`src/pin_mux_consts.svh`:
```
// register offsets, field positions and timing counts of the multifunction pin block
`ifndef PIN_MUX_CONSTS_SVH
`define PIN_MUX_CONSTS_SVH
`define OFF_PIN_A_CFG 8'h00
`define OFF_PIN_B_CFG 8'h04
`define OFF_AUX_CFG 8'h08
`define OFF_PIN_LEVELS 8'h0C
`define OFF_IRQ_STATUS 8'h10
`define OFF_IRQ_CLEAR 8'h14
`define OFF_IRQ_ENABLE 8'h18
`define OFF_CTRL_IF 8'h1C
// pin config: [3:0] function, [5:4] irq source, [6] pulse mode, [7] output level
`define CFG_FUNC_LSB 0
`define CFG_SRC_LSB 4
`define CFG_MODE_BIT 6
`define CFG_LEVEL_BIT 7
// aux config: [0] aux3 function, [1] aux2 output enable, [2] aux2 level
`define AUX3_FUNC_BIT 0
`define AUX2_EN_BIT 1
`define AUX2_LEVEL_BIT 2
`define PULSE_NS 2000000
`define CLK_NS 5
`define PULSE_CYCLES ((`PULSE_NS) / (`CLK_NS))
// repeat pulses: high 2 ms, low 2 ms
`define IRQ_SRC_COUNT 3
`endif

```
`src/pin_mux_pkg.sv`:
```
// types of the multifunction pin block
package pin_mux_pkg;
  typedef enum logic [3:0] {
    FN_DISABLED = 4'h0,
    FN_ADC_WCLK = 4'h1,
    FN_CLK_OUT = 4'h2,
    FN_IRQ = 4'h3,
    FN_ALT_WCLK = 4'h4,
    FN_DMIC_CLK = 4'h5,
    FN_GP_IN = 4'h6,
    FN_GP_OUT = 4'h7,
    FN_ALT_BUS = 4'h8,
    FN_DMIC_DATA = 4'h9
  } pin_func_t;
  typedef enum logic [2:0] {
    PS_IDLE = 3'b001,
    PS_HIGH = 3'b010,
    PS_LOW = 3'b100
  } pulse_state_t;
endpackage
```
`src/codec_multifunction_pins.sv`:
```
// multifunction and general pin logic with AHB-Lite register slave
//
// How it works
// - pin a offers seven roles
// - interrupt pin signals short, noise, jack
// - single 2ms pulse or repeating pulses
// - general input level readable as status
// - general output drives written level
// - pin b offers five roles
// - pin b behaves like pin a
// - i2c pins stay dedicated, no alternates
// - aux pin 3 input or alternate data
// - aux pin 2 disabled or output level
// - aux pins 0,1,3 levels readable
//
// Local design decisions: the AHB-Lite slave port and the register offsets.
`timescale 1ns/10ps
`include "pin_mux_consts.svh"
module codec_multifunction_pins
  import pin_mux_pkg::*;
(
  // clock and reset
  input wire logic hclk,
  input wire logic hresetn,
  // ahb-lite slave
  input wire logic hsel,
  input wire logic [7:0] haddr,
  input wire logic [1:0] htrans,
  input wire logic hwrite,
  input wire logic [2:0] hsize,
  input wire logic [31:0] hwdata,
  input wire logic hready,
  output logic [31:0] hrdata,
  output logic hreadyout,
  output logic hresp,
  // internal sources for pin roles
  input wire logic adc_wclk,
  input wire logic ref_clk_div,
  input wire logic alt_wclk,
  input wire logic dmic_clk,
  input wire logic alt_bus_out,
  // codec events
  input wire logic hp_short_event,
  input wire logic agc_noise_event,
  input wire logic jack_detect_event,
  // control interface strap (high means i2c)
  input wire logic ctrl_is_i2c,
  // general pin a, output enable low means driving
  input wire logic general_pin_a_in,
  output logic general_pin_a_out,
  output logic general_pin_a_oe_n,
  // general pin b
  input wire logic general_pin_b_in,
  output logic general_pin_b_out,
  output logic general_pin_b_oe_n,
  // aux pins
  input wire logic aux_pin_0,
  input wire logic aux_pin_1,
  output logic aux_pin_2,
  output logic aux_pin_2_oe_n,
  input wire logic aux_pin_3,
  // routed data to codec
  output logic dmic_data,
  output logic alt_bus_in,
  output logic alt_data_in,
  // interrupt to host
  output logic irq
);

  typedef struct packed {
    logic [7:0] cfg_a;
    logic [7:0] cfg_b;
    logic [2:0] aux_cfg;
    logic [2:0] irq_stat;
    logic [2:0] irq_en;
    logic [2:0] ev_prev;
    pulse_state_t ps_a;
    pulse_state_t ps_b;
    logic [19:0] cnt_a;
    logic [19:0] cnt_b;
    logic dph_write;
    logic [7:0] dph_addr;
    logic [31:0] rdata;
  } state_t;

  state_t st_reg;
  state_t st_next;

  // pulse generator step: single or repeating train while event is present
  // trig is the rising edge of the chosen event, hold its level
  // single mode ends after one high phase; its low phase lasts one cycle
  function automatic logic [22:0] pulse_step(input pulse_state_t ps, input logic [19:0] cnt,
                                             input logic trig, input logic hold,
                                             input logic repeat_mode);
    pulse_state_t ns;
    logic [19:0] nc;
    ns = ps;
    nc = cnt;
    case (ps)
      PS_IDLE: begin
        if (trig) begin
          ns = PS_HIGH;
          nc = 20'h00000;
        end
      end
      PS_HIGH: begin
        if (cnt == 20'(`PULSE_CYCLES - 1)) begin
          ns = PS_LOW;
          nc = 20'h00000;
        end else begin
          nc = cnt + 20'h00001;
        end
      end
      PS_LOW: begin
        // single mode stops; repeating mode keeps pulsing while event holds
        if (!repeat_mode || !hold) begin
          ns = PS_IDLE;
        end else if (cnt == 20'(`PULSE_CYCLES - 1)) begin
          ns = PS_HIGH;
          nc = 20'h00000;
        end else begin
          nc = cnt + 20'h00001;
        end
      end
      default: begin
        ns = PS_IDLE;
      end
    endcase
    return {ns, nc};
  endfunction

  // role field of a pin config byte
  function automatic pin_func_t role_of(input logic [7:0] cfg);
    role_of = pin_func_t'(cfg[`CFG_FUNC_LSB +: 4]);
  endfunction

  // selects the driven level of a general pin for its role
  // sources come in as an argument so that a change on them re-evaluates the pin
  function automatic logic pin_drive(input logic [7:0] cfg, input logic pulse_hi,
                                     input logic [4:0] src);
    case (role_of(cfg))
      FN_ADC_WCLK: pin_drive = src[4];
      FN_CLK_OUT: pin_drive = src[3];
      FN_IRQ: pin_drive = pulse_hi;
      FN_ALT_WCLK: pin_drive = src[2];
      FN_DMIC_CLK: pin_drive = src[1];
      FN_ALT_BUS: pin_drive = src[0];
      FN_GP_OUT: pin_drive = cfg[`CFG_LEVEL_BIT];
      default: pin_drive = 1'b0;
    endcase
  endfunction

  // roles that turn the pin driver on; all others leave the pad to the outside
  function automatic logic is_out_role(input logic [7:0] cfg);
    pin_func_t f;
    f = pin_func_t'(cfg[`CFG_FUNC_LSB +: 4]);
    return (f == FN_ADC_WCLK) || (f == FN_CLK_OUT) || (f == FN_IRQ) ||
           (f == FN_ALT_WCLK) || (f == FN_DMIC_CLK) || (f == FN_GP_OUT) ||
           (f == FN_ALT_BUS);
  endfunction

  // picks one event bit by source code; the spare code selects nothing
  function automatic logic src_hit(input logic [2:0] ev, input logic [1:0] src);
    src_hit = 1'b0;
    if (src < 2'(`IRQ_SRC_COUNT)) begin
      src_hit = ev[src];
    end
  endfunction

  // legal role per pin; illegal writes fall back to disabled
  function automatic logic [3:0] legal_a(input logic [3:0] f);
    if (f <= 4'(FN_GP_OUT)) begin
      legal_a = f;
    end else begin
      legal_a = 4'(FN_DISABLED);
    end
  endfunction

  function automatic logic [3:0] legal_b(input logic [3:0] f);
    if (f == 4'(FN_ALT_BUS) || f == 4'(FN_IRQ) || f == 4'(FN_GP_IN) ||
        f == 4'(FN_GP_OUT) || f == 4'(FN_DMIC_DATA)) begin
      legal_b = f;
    end else begin
      legal_b = 4'(FN_DISABLED);
    end
  endfunction

  logic [2:0] events;
  logic [2:0] ev_rise;
  logic sel_a;
  logic sel_b;
  logic [22:0] step_a;
  logic [22:0] step_b;
  logic addr_phase;
  logic [31:0] levels;
  logic [4:0] src_lv;
  logic rise_a;
  logic rise_b;

  assign events = {jack_detect_event, agc_noise_event, hp_short_event};
  assign ev_rise = events & ~st_reg.ev_prev;
  assign addr_phase = hsel && hready && htrans[1];
  // internal levels a general pin may carry, in one word for the drivers
  assign src_lv = {adc_wclk, ref_clk_div, alt_wclk, dmic_clk, alt_bus_out};

  // chosen event of each interrupt pin: level keeps repeats, edge starts a pulse
  assign sel_a = src_hit(events, st_reg.cfg_a[`CFG_SRC_LSB +: 2]);
  assign sel_b = src_hit(events, st_reg.cfg_b[`CFG_SRC_LSB +: 2]);
  assign rise_a = src_hit(ev_rise, st_reg.cfg_a[`CFG_SRC_LSB +: 2]);
  assign rise_b = src_hit(ev_rise, st_reg.cfg_b[`CFG_SRC_LSB +: 2]);

  // started on the edge only, so a held event cannot restart a single pulse
  assign step_a = pulse_step(st_reg.ps_a, st_reg.cnt_a,
                             rise_a && role_of(st_reg.cfg_a) == FN_IRQ,
                             sel_a, st_reg.cfg_a[`CFG_MODE_BIT]);
  assign step_b = pulse_step(st_reg.ps_b, st_reg.cnt_b,
                             rise_b && role_of(st_reg.cfg_b) == FN_IRQ,
                             sel_b, st_reg.cfg_b[`CFG_MODE_BIT]);

  // input levels read back; pins a and b only shown as general inputs, aux pins 0, 1 and 3 always
  assign levels = {26'h0000000, aux_pin_3, aux_pin_1, aux_pin_0,
                   1'b0,
                   general_pin_b_in && pin_func_t'(st_reg.cfg_b[3:0]) == FN_GP_IN,
                   general_pin_a_in && pin_func_t'(st_reg.cfg_a[3:0]) == FN_GP_IN};

  // next state: bus slave, sticky events, pulse trains
  always_comb begin
    st_next = st_reg;
    st_next.ev_prev = events;
    st_next.ps_a = pulse_state_t'(step_a[22:20]);
    st_next.cnt_a = step_a[19:0];
    st_next.ps_b = pulse_state_t'(step_b[22:20]);
    st_next.cnt_b = step_b[19:0];
    if (st_reg.dph_write) begin
      if (st_reg.dph_addr == `OFF_PIN_A_CFG) begin
        st_next.cfg_a = {hwdata[7:4], legal_a(hwdata[3:0])};
      end else if (st_reg.dph_addr == `OFF_PIN_B_CFG) begin
        st_next.cfg_b = {hwdata[7:4], legal_b(hwdata[3:0])};
      end else if (st_reg.dph_addr == `OFF_AUX_CFG) begin
        st_next.aux_cfg = hwdata[2:0];
      end else if (st_reg.dph_addr == `OFF_IRQ_CLEAR) begin
        st_next.irq_stat = st_reg.irq_stat & ~hwdata[2:0];
      end else if (st_reg.dph_addr == `OFF_IRQ_ENABLE) begin
        st_next.irq_en = hwdata[2:0];
      end
    end
    // set wins over a clear in the same cycle
    st_next.irq_stat = st_next.irq_stat | ev_rise;
    st_next.dph_write = addr_phase && hwrite;
    st_next.dph_addr = addr_phase ? haddr : st_reg.dph_addr;
    // read data is taken in the address phase so it stands through the data phase
    st_next.rdata = 32'h00000000;
    if (addr_phase && !hwrite) begin
      if (haddr == `OFF_PIN_A_CFG) begin
        st_next.rdata = {24'h000000, st_reg.cfg_a};
      end else if (haddr == `OFF_PIN_B_CFG) begin
        st_next.rdata = {24'h000000, st_reg.cfg_b};
      end else if (haddr == `OFF_AUX_CFG) begin
        st_next.rdata = {29'h00000000, st_reg.aux_cfg};
      end else if (haddr == `OFF_PIN_LEVELS) begin
        st_next.rdata = levels;
      end else if (haddr == `OFF_IRQ_STATUS) begin
        st_next.rdata = {29'h00000000, st_reg.irq_stat};
      end else if (haddr == `OFF_IRQ_ENABLE) begin
        st_next.rdata = {29'h00000000, st_reg.irq_en};
      end else if (haddr == `OFF_CTRL_IF) begin
        st_next.rdata = {31'h00000000, ctrl_is_i2c};
      end
    end
  end

  // async reset leaves every pin released and the interrupt low
  always_ff @(posedge hclk or negedge hresetn) begin
    if (!hresetn) begin
      st_reg <= '{cfg_a: 8'h00, cfg_b: 8'h00, aux_cfg: 3'h0, irq_stat: 3'h0,
                 irq_en: 3'h0, ev_prev: 3'h0, ps_a: PS_IDLE, ps_b: PS_IDLE,
                 cnt_a: 20'h00000, cnt_b: 20'h00000, dph_write: 1'b0,
                 dph_addr: 8'h00, rdata: 32'h00000000};
    end else begin
      st_reg <= st_next;
    end
  end

  // bus answers in zero wait states, always okay
  // hsize is not decoded: only whole aligned words are mapped
  assign hreadyout = 1'b1;
  assign hresp = 1'b0;
  assign hrdata = st_reg.rdata;
  assign irq = |(st_reg.irq_stat & st_reg.irq_en);

  // pin drivers; roles are decoded from registered config
  assign general_pin_a_out = pin_drive(st_reg.cfg_a, st_reg.ps_a == PS_HIGH,
                                       src_lv);
  assign general_pin_a_oe_n = !is_out_role(st_reg.cfg_a);
  assign general_pin_b_out = pin_drive(st_reg.cfg_b, st_reg.ps_b == PS_HIGH,
                                       src_lv);
  assign general_pin_b_oe_n = !is_out_role(st_reg.cfg_b);
  assign dmic_data = general_pin_b_in && pin_func_t'(st_reg.cfg_b[3:0]) == FN_DMIC_DATA;
  assign alt_bus_in = general_pin_b_in && pin_func_t'(st_reg.cfg_b[3:0]) == FN_ALT_BUS;
  // i2c pins are not muxed here at all, so they stay dedicated
  assign aux_pin_2 = st_reg.aux_cfg[`AUX2_LEVEL_BIT] && st_reg.aux_cfg[`AUX2_EN_BIT];
  assign aux_pin_2_oe_n = !st_reg.aux_cfg[`AUX2_EN_BIT];
  assign alt_data_in = aux_pin_3 && st_reg.aux_cfg[`AUX3_FUNC_BIT];
  // no alternate role exists for the control-interface pins in this block

endmodule

```
`config.mk`:
```
export PLATFORM = sky130hd
export DESIGN_NAME = codec_multifunction_pins
export DESIGN_NICKNAME = d
export VERILOG_FILES = /design/src/pin_mux_pkg.sv /design/src/codec_multifunction_pins.sv
export VERILOG_INCLUDE_DIRS = /design/src /design/src/src
export SDC_FILE = /design/constraint.sdc
export NUM_CORES = 1
export LEC_CHECK = 0
export BUFFER_PORTS_ARGS = -buffer_cell sky130_fd_sc_hd__buf_2
export CORE_AREA = 2 2 106 108
export DETAILED_ROUTE_END_ITERATION = 8
export DIE_AREA = 0 0 108 110
export GPL_ROUTABILITY_DRIVEN = 0
export GPL_TIMING_DRIVEN = 0
export PLACE_DENSITY = 0.72
export SYNTH_ARGS = -nofsm -noshare
export SYNTH_HDL_FRONTEND = slang
export SYNTH_SLANG_ARGS = --single-unit
```
`constraint.sdc`:
```
create_clock -name hclk -period 2.1 [get_ports hclk]
set_clock_uncertainty 0.1 [all_clocks]
set_input_delay 0.42 -clock hclk [delete_from_list [all_inputs] [get_ports hclk]]
set_output_delay 0.42 -clock hclk [all_outputs]
set_load 0.01 [all_outputs]
```
Word level (Yosys, flattened, before mapping)
Index checks and enable logic that the tools add are counted.
{ "op_classes": {"addsub": 2, "order_cmp": 5, "n_eq_ne": 48, "mux": 49, "bitwise_logic": 10, "n_reduce_logical": 51} }
{ "op_table": {"columns": ["cell", "n"], "rows": [
  ["$mux W20", 6],
  ["$pmux W20 S3", 2],
  ["$add A20 B1 Y20 const B", 2],
  ["$eq A20 B19 Y1 const B", 2],
  ["$eq A4 B3 Y1 const B", 10],
  ["$eq A8 B5 Y1 const B", 5],
  ["$mux W3", 13],
  ["$mux W6", 6],
  ["$eq A8 B4 Y1 const B", 3],
  ["$mux W8", 3],
  ["$eq A4 B2 Y1 const B", 5],
  ["$eq A4 B4 Y1 const B", 5],
  ["$logic_or A1 B1 Y1", 18],
  ["$pmux W3 S3", 2],
  ["$eq A8 B3 Y1 const B", 2],
  ["$logic_not A8 Y1", 2],
  ["$reduce_and A3 Y1", 5],
  ["$pmux W1 S7", 2],
  ["$logic_and A1 B1 Y1", 12],
  ["$ne A2 B2 Y1 const B", 6],
  ["$and A3 B3 Y3", 3],
  ["$mux W1", 9],
  ["$bmux W1 S2", 4],
  ["$eq A4 B1 Y1 const B", 2],
  ["17 further kinds", 36]
]} }
{ "word_totals": {"reg_bits": 115, "in_bits": 64, "output_inout_bits": 44, "word_cells": 178} }

Longest topological paths before layout
{ "depth": {"word_depth": 9, "mapped_depth": 9, "depth_no_buf": 7} }

Least setup slack after synthesis
No wires, ideal clock.
{ "synth_path": {"path_kind": "reg-to-reg", "start": "register st_reg[49] (netlist bit)", "end": "register st_reg[43] (netlist bit)", "setup_ns": 0.126, "arrival_time_ns": 2.044, "t_required_ns": 1.874, "path_slack_ns": -0.170, "path_stages_with_launch": 8, "n_path_buf": 1, "synth_period_minus_slack_ns": 2.270, "path_cell_list": "dfrtp_1 or4b_1 or4_4 o21bai_2 or2_1 buf_6 nor3b_1 a221o_1"} }
{ "synth_via": {"elab_chain_cells": 4} }
{ "synth_rtl": {"columns": ["item", "line_no", "text"], "rows": [
  ["from (decl)", "codec_multifunction_pins.sv:86", "state_t st_reg;"],
  ["from (signal assigned)", "codec_multifunction_pins.sv:275", "st_reg <= '{cfg_a: 8'h00, cfg_b: 8'h00, aux_cfg: 3'h0, irq_stat: 3'h0,"],
  ["from (signal assigned)", "codec_multifunction_pins.sv:280", "st_reg <= st_next;"],
  ["$eq A20 B19 Y1 (*)", "codec_multifunction_pins.sv:107, codec_multifunction_pins.sv:118", null],
  ["$mux W20 (*)", "codec_multifunction_pins.sv:107, codec_multifunction_pins.sv:118", null],
  ["$mux W20", "codec_multifunction_pins.sv:116", "if (!repeat_mode || !hold) begin"],
  ["$pmux W20 S3 (*)", "codec_multifunction_pins.sv:99", "case (ps)"]
]} }
Mark *: on every way between the ends. The rest lies on a longest branch, timed or not. The select of a mux whose other input is x is not followed.
A chain may end at the register's enable or synchronous reset.

Worst setup path after layout
{ "layout_path": {"start": "register st_reg[51] (netlist bit)", "end": "register st_reg[43] (netlist bit)"} }
The elaborated chain is that of the path after synthesis.

==> reports/results.ini <==
[clocking]
cts_max_level=3
cts_tree=done
worst_setup_hold_path_clk_slew_ps=100
clockBufferDepth=2
clkLatencyLatePin_ps=380
clock-sinks=91
cts_buffers=9
cts_root_buf=clkbuf_8

[routing]
routed_via_density=5.81
vias=4842
drt_iter0_markers=448
first_pass_iters=5
drt-total-wl_mm=13.9
ant_nets=0
drc=0
wl_per_cell_um=16.6

[yosys]
synth.distinct_cells=62
yosys.area.top_type=dfrtp_1
synth-simple-area-share_pct=21.6
synthAdderAreaFrac_pct=0.482
synth_area_um2=5190
seq_area_frac_synth_pct=43.9
yosysWarnings=0
synth.area.top_cells=dfrtp_1, buf_4, mux2_2
muxShareOfSynthArea_pct=7.38
syn_inst=568
synth.avg_cell_area_um2=9.13
synth-xor-area-share_pct=0
synth_top_area_share_pct=42.9
synth_flop_cell=dfrtp_1
synth-compound-area-share_pct=18.5
synth_top_family_by_area=simple AND/OR/NAND/NOR gates
synth_edf_count=0
ys_ff_latch=91
synth-async-reset-ratio_pct=100

[sta]
period_minus_slack_ps=2440
rsz0062_at_grt=yes
drv_slew=0
fin_crit_sh_pct=116
max_clock_freq_mhz=410
relSlewSlack_pct=61.8
hold_violations=0
setup_slack_ps=-340
tightest_slew_ps=568
setup_viol=23

[setup_path]
slowest_stage=or4_4
worst_path_largest_cell_delay_ps=550
cp_max_fo=4
crit_type=flip-flop to flip-flop
crit_path_start_kind=flip-flop
cp.buffers_inverters=1
critPathRequiredTime_ps=2280
arrival_ps=2620
end_kind=flip-flop
crit_chain=or4b_1 > or4_4 > o21bai_4 > or2_1 > buf_6 > nor3b_2 > a221o_1
crit_family=simple AND/OR/NAND/NOR gates

[finish]
mostFrequentLayoutCell=dfrtp_1
largest_register_ffs=83
final_cell_mix=dfrtp_1, buf_4, buf_2
synthToLayoutAreaGrowth_pct=26.2
n_fill_cell=880
drive_gt1_share_pct=32.1
final_util_pct=61.2
multi_input_area_um2=2810
nNetsFinal=755
fin_area_um2=6550
ff_latch_area_um2=2290
n_antenna_cell=0

[power]
p_leak_nw=2.99
p_per_area_nw_per_um2=733
switchingPower_mw=1.53
seq_power_share_pct=42.6
swShare_pct=31.9
ir_drop_uv=456
power_frac_comb_pct=28.8
internal_power_mw=3.27
clkPwrFrac_pct=28.6

[grt]
grt_pass1_vias=4399
grt_pass1_wl_mm=21.7
grt_max_degree=59
antenna_found_initial=0
grt_usage_pct=23.5
grt_overflow=0

[die]
die_w_um=108
core_um2=10700
rows=38
ios=108
start_util_pct=48.5
die-area_um2=11900
die_h_um=110

[worst_hold_path]
hp-class=input port to flip-flop

[placement]
portBuffers=53
dp_hpwl_mm=9.13
placed_cell_area_um2=5770

[job]
drv_cap=0

[status]
status=finished, violations left
violations=negative setup slack

[metrics by stage]
stage          power [mW]  setup WS [ps]  TNS [ps]  hold WS, ps  cells
2_1_floorplan        2.67           -157     -1000         24.4    592
3_3_place_gp         2.95           -330    -37940          362    785
3_5_place_dp         2.98           -346    -11270          300    786
4_1_cts              4.63           -316     -4680         94.5    817
5_1_grt              5.02           -398     -7040          103    834
6_report             4.80           -340     -5280          115    834
[metal layers]
layer	wire length (µm)	share of wire, %	up-vias	GRT usage (%)
li1	-	-	2265	-
met1	6130	44	2367	31.3
met2	6760	49	179	38.0
met3	637	4.6	31	3.53
met4	349	2.5	0	11.0
met5	0	0	-	0
[repair_timing]
action	in CTS	in global routing
pin swaps	15	22
hold endpoints to repair	33	0
hold buffers	1	0
endpoints found under the setup margin	47	51
setup buffers	16	18
gates cloned	2	1
resized for setup	45	40
[cells by family after synthesis]
kind of cell | after synthesis
mux | 33
other cells | 2
buf+inv | 70
simple gates | 214
fa+ha+maj | 2
compound gates | 156
flops | 91
[final cells by class]
cell class,count,area share [%]
Timing Repair Buffer,91,9.40
Clock inverter,5,1.32
Sequential cell,91,35.0
Tap cell,140,2.68
Buffer,51,5.73
Multi-Input combinational cell,431,43.0
Inverter,14,0.803
Clock buffer,11,2.16
[worst reg2reg max path, cell delays in order, from the launching register on]
cell      delay [ps]
dfrtp_1          400
or4b_1           530
or4_4            550
o21bai_4         170
or2_1            150
buf_6            140
nor3b_2           50
a221o_1          250
[cell usage after synthesis, types with 3 or more instances]
cell	count
a21oi_1	24
or3_1	7
and4_1	4
and3_1	8
o221ai_1	4
a21o_1	3
nand2b_1	7
nor2b_1	10
nor3b_1	5
mux2i_1	9
a41oi_1	4
nor2_1	41
clkbuf_1	15
o31ai_1	14
a31oi_1	9
nand3b_1	3
inv_1	13
dfrtp_1	89
nand3_1	19
nand4_1	18
nor4bb_1	5
buf_2	5
and2_1	6
nor4_1	6
o21ai_1	29
buf_4	34
mux2_2	22
a22o_1	4
nand2_1	54
o21ai_0	45
nor3_1	11
[power by group through the flow]
stage / logic, mW / clock network, mW / registers, mW
3_5_place_dp: 0.949 / 0 / 2.03
5_1_grt: 1.48 / 1.49 / 2.06
3_3_place_gp: 0.926 / 0 / 2.03
4_1_cts: 1.21 / 1.40 / 2.03
6_report: 1.38 / 1.37 / 2.04
2_1_floorplan: 0.676 / 0 / 2.00
[final timing paths]
kind                                          endpoint  slack [ps]  cells past startpoint                   start
worst max-delay path            st_reg[43]$_DFFE_PN0P_        -340                      7  st_reg[51]$_DFFE_PN0P_
worst min-delay path              st_reg[89]$_DFF_PN0_         120                      1       jack_detect_event
worst max register to register  st_reg[43]$_DFFE_PN0P_        -340                      7  st_reg[51]$_DFFE_PN0P_
worst min register to register  st_reg[60]$_DFFE_PN0P_         400                      1  st_reg[60]$_DFFE_PN0P_
max in group asynchronous       st_reg[84]$_DFFE_PN1P_         770                      3                 hresetn
min in group asynchronous          hrdata[1]$_DFF_PN0_         430                      2                 hresetn
Power figures use the tool's default switching activity.
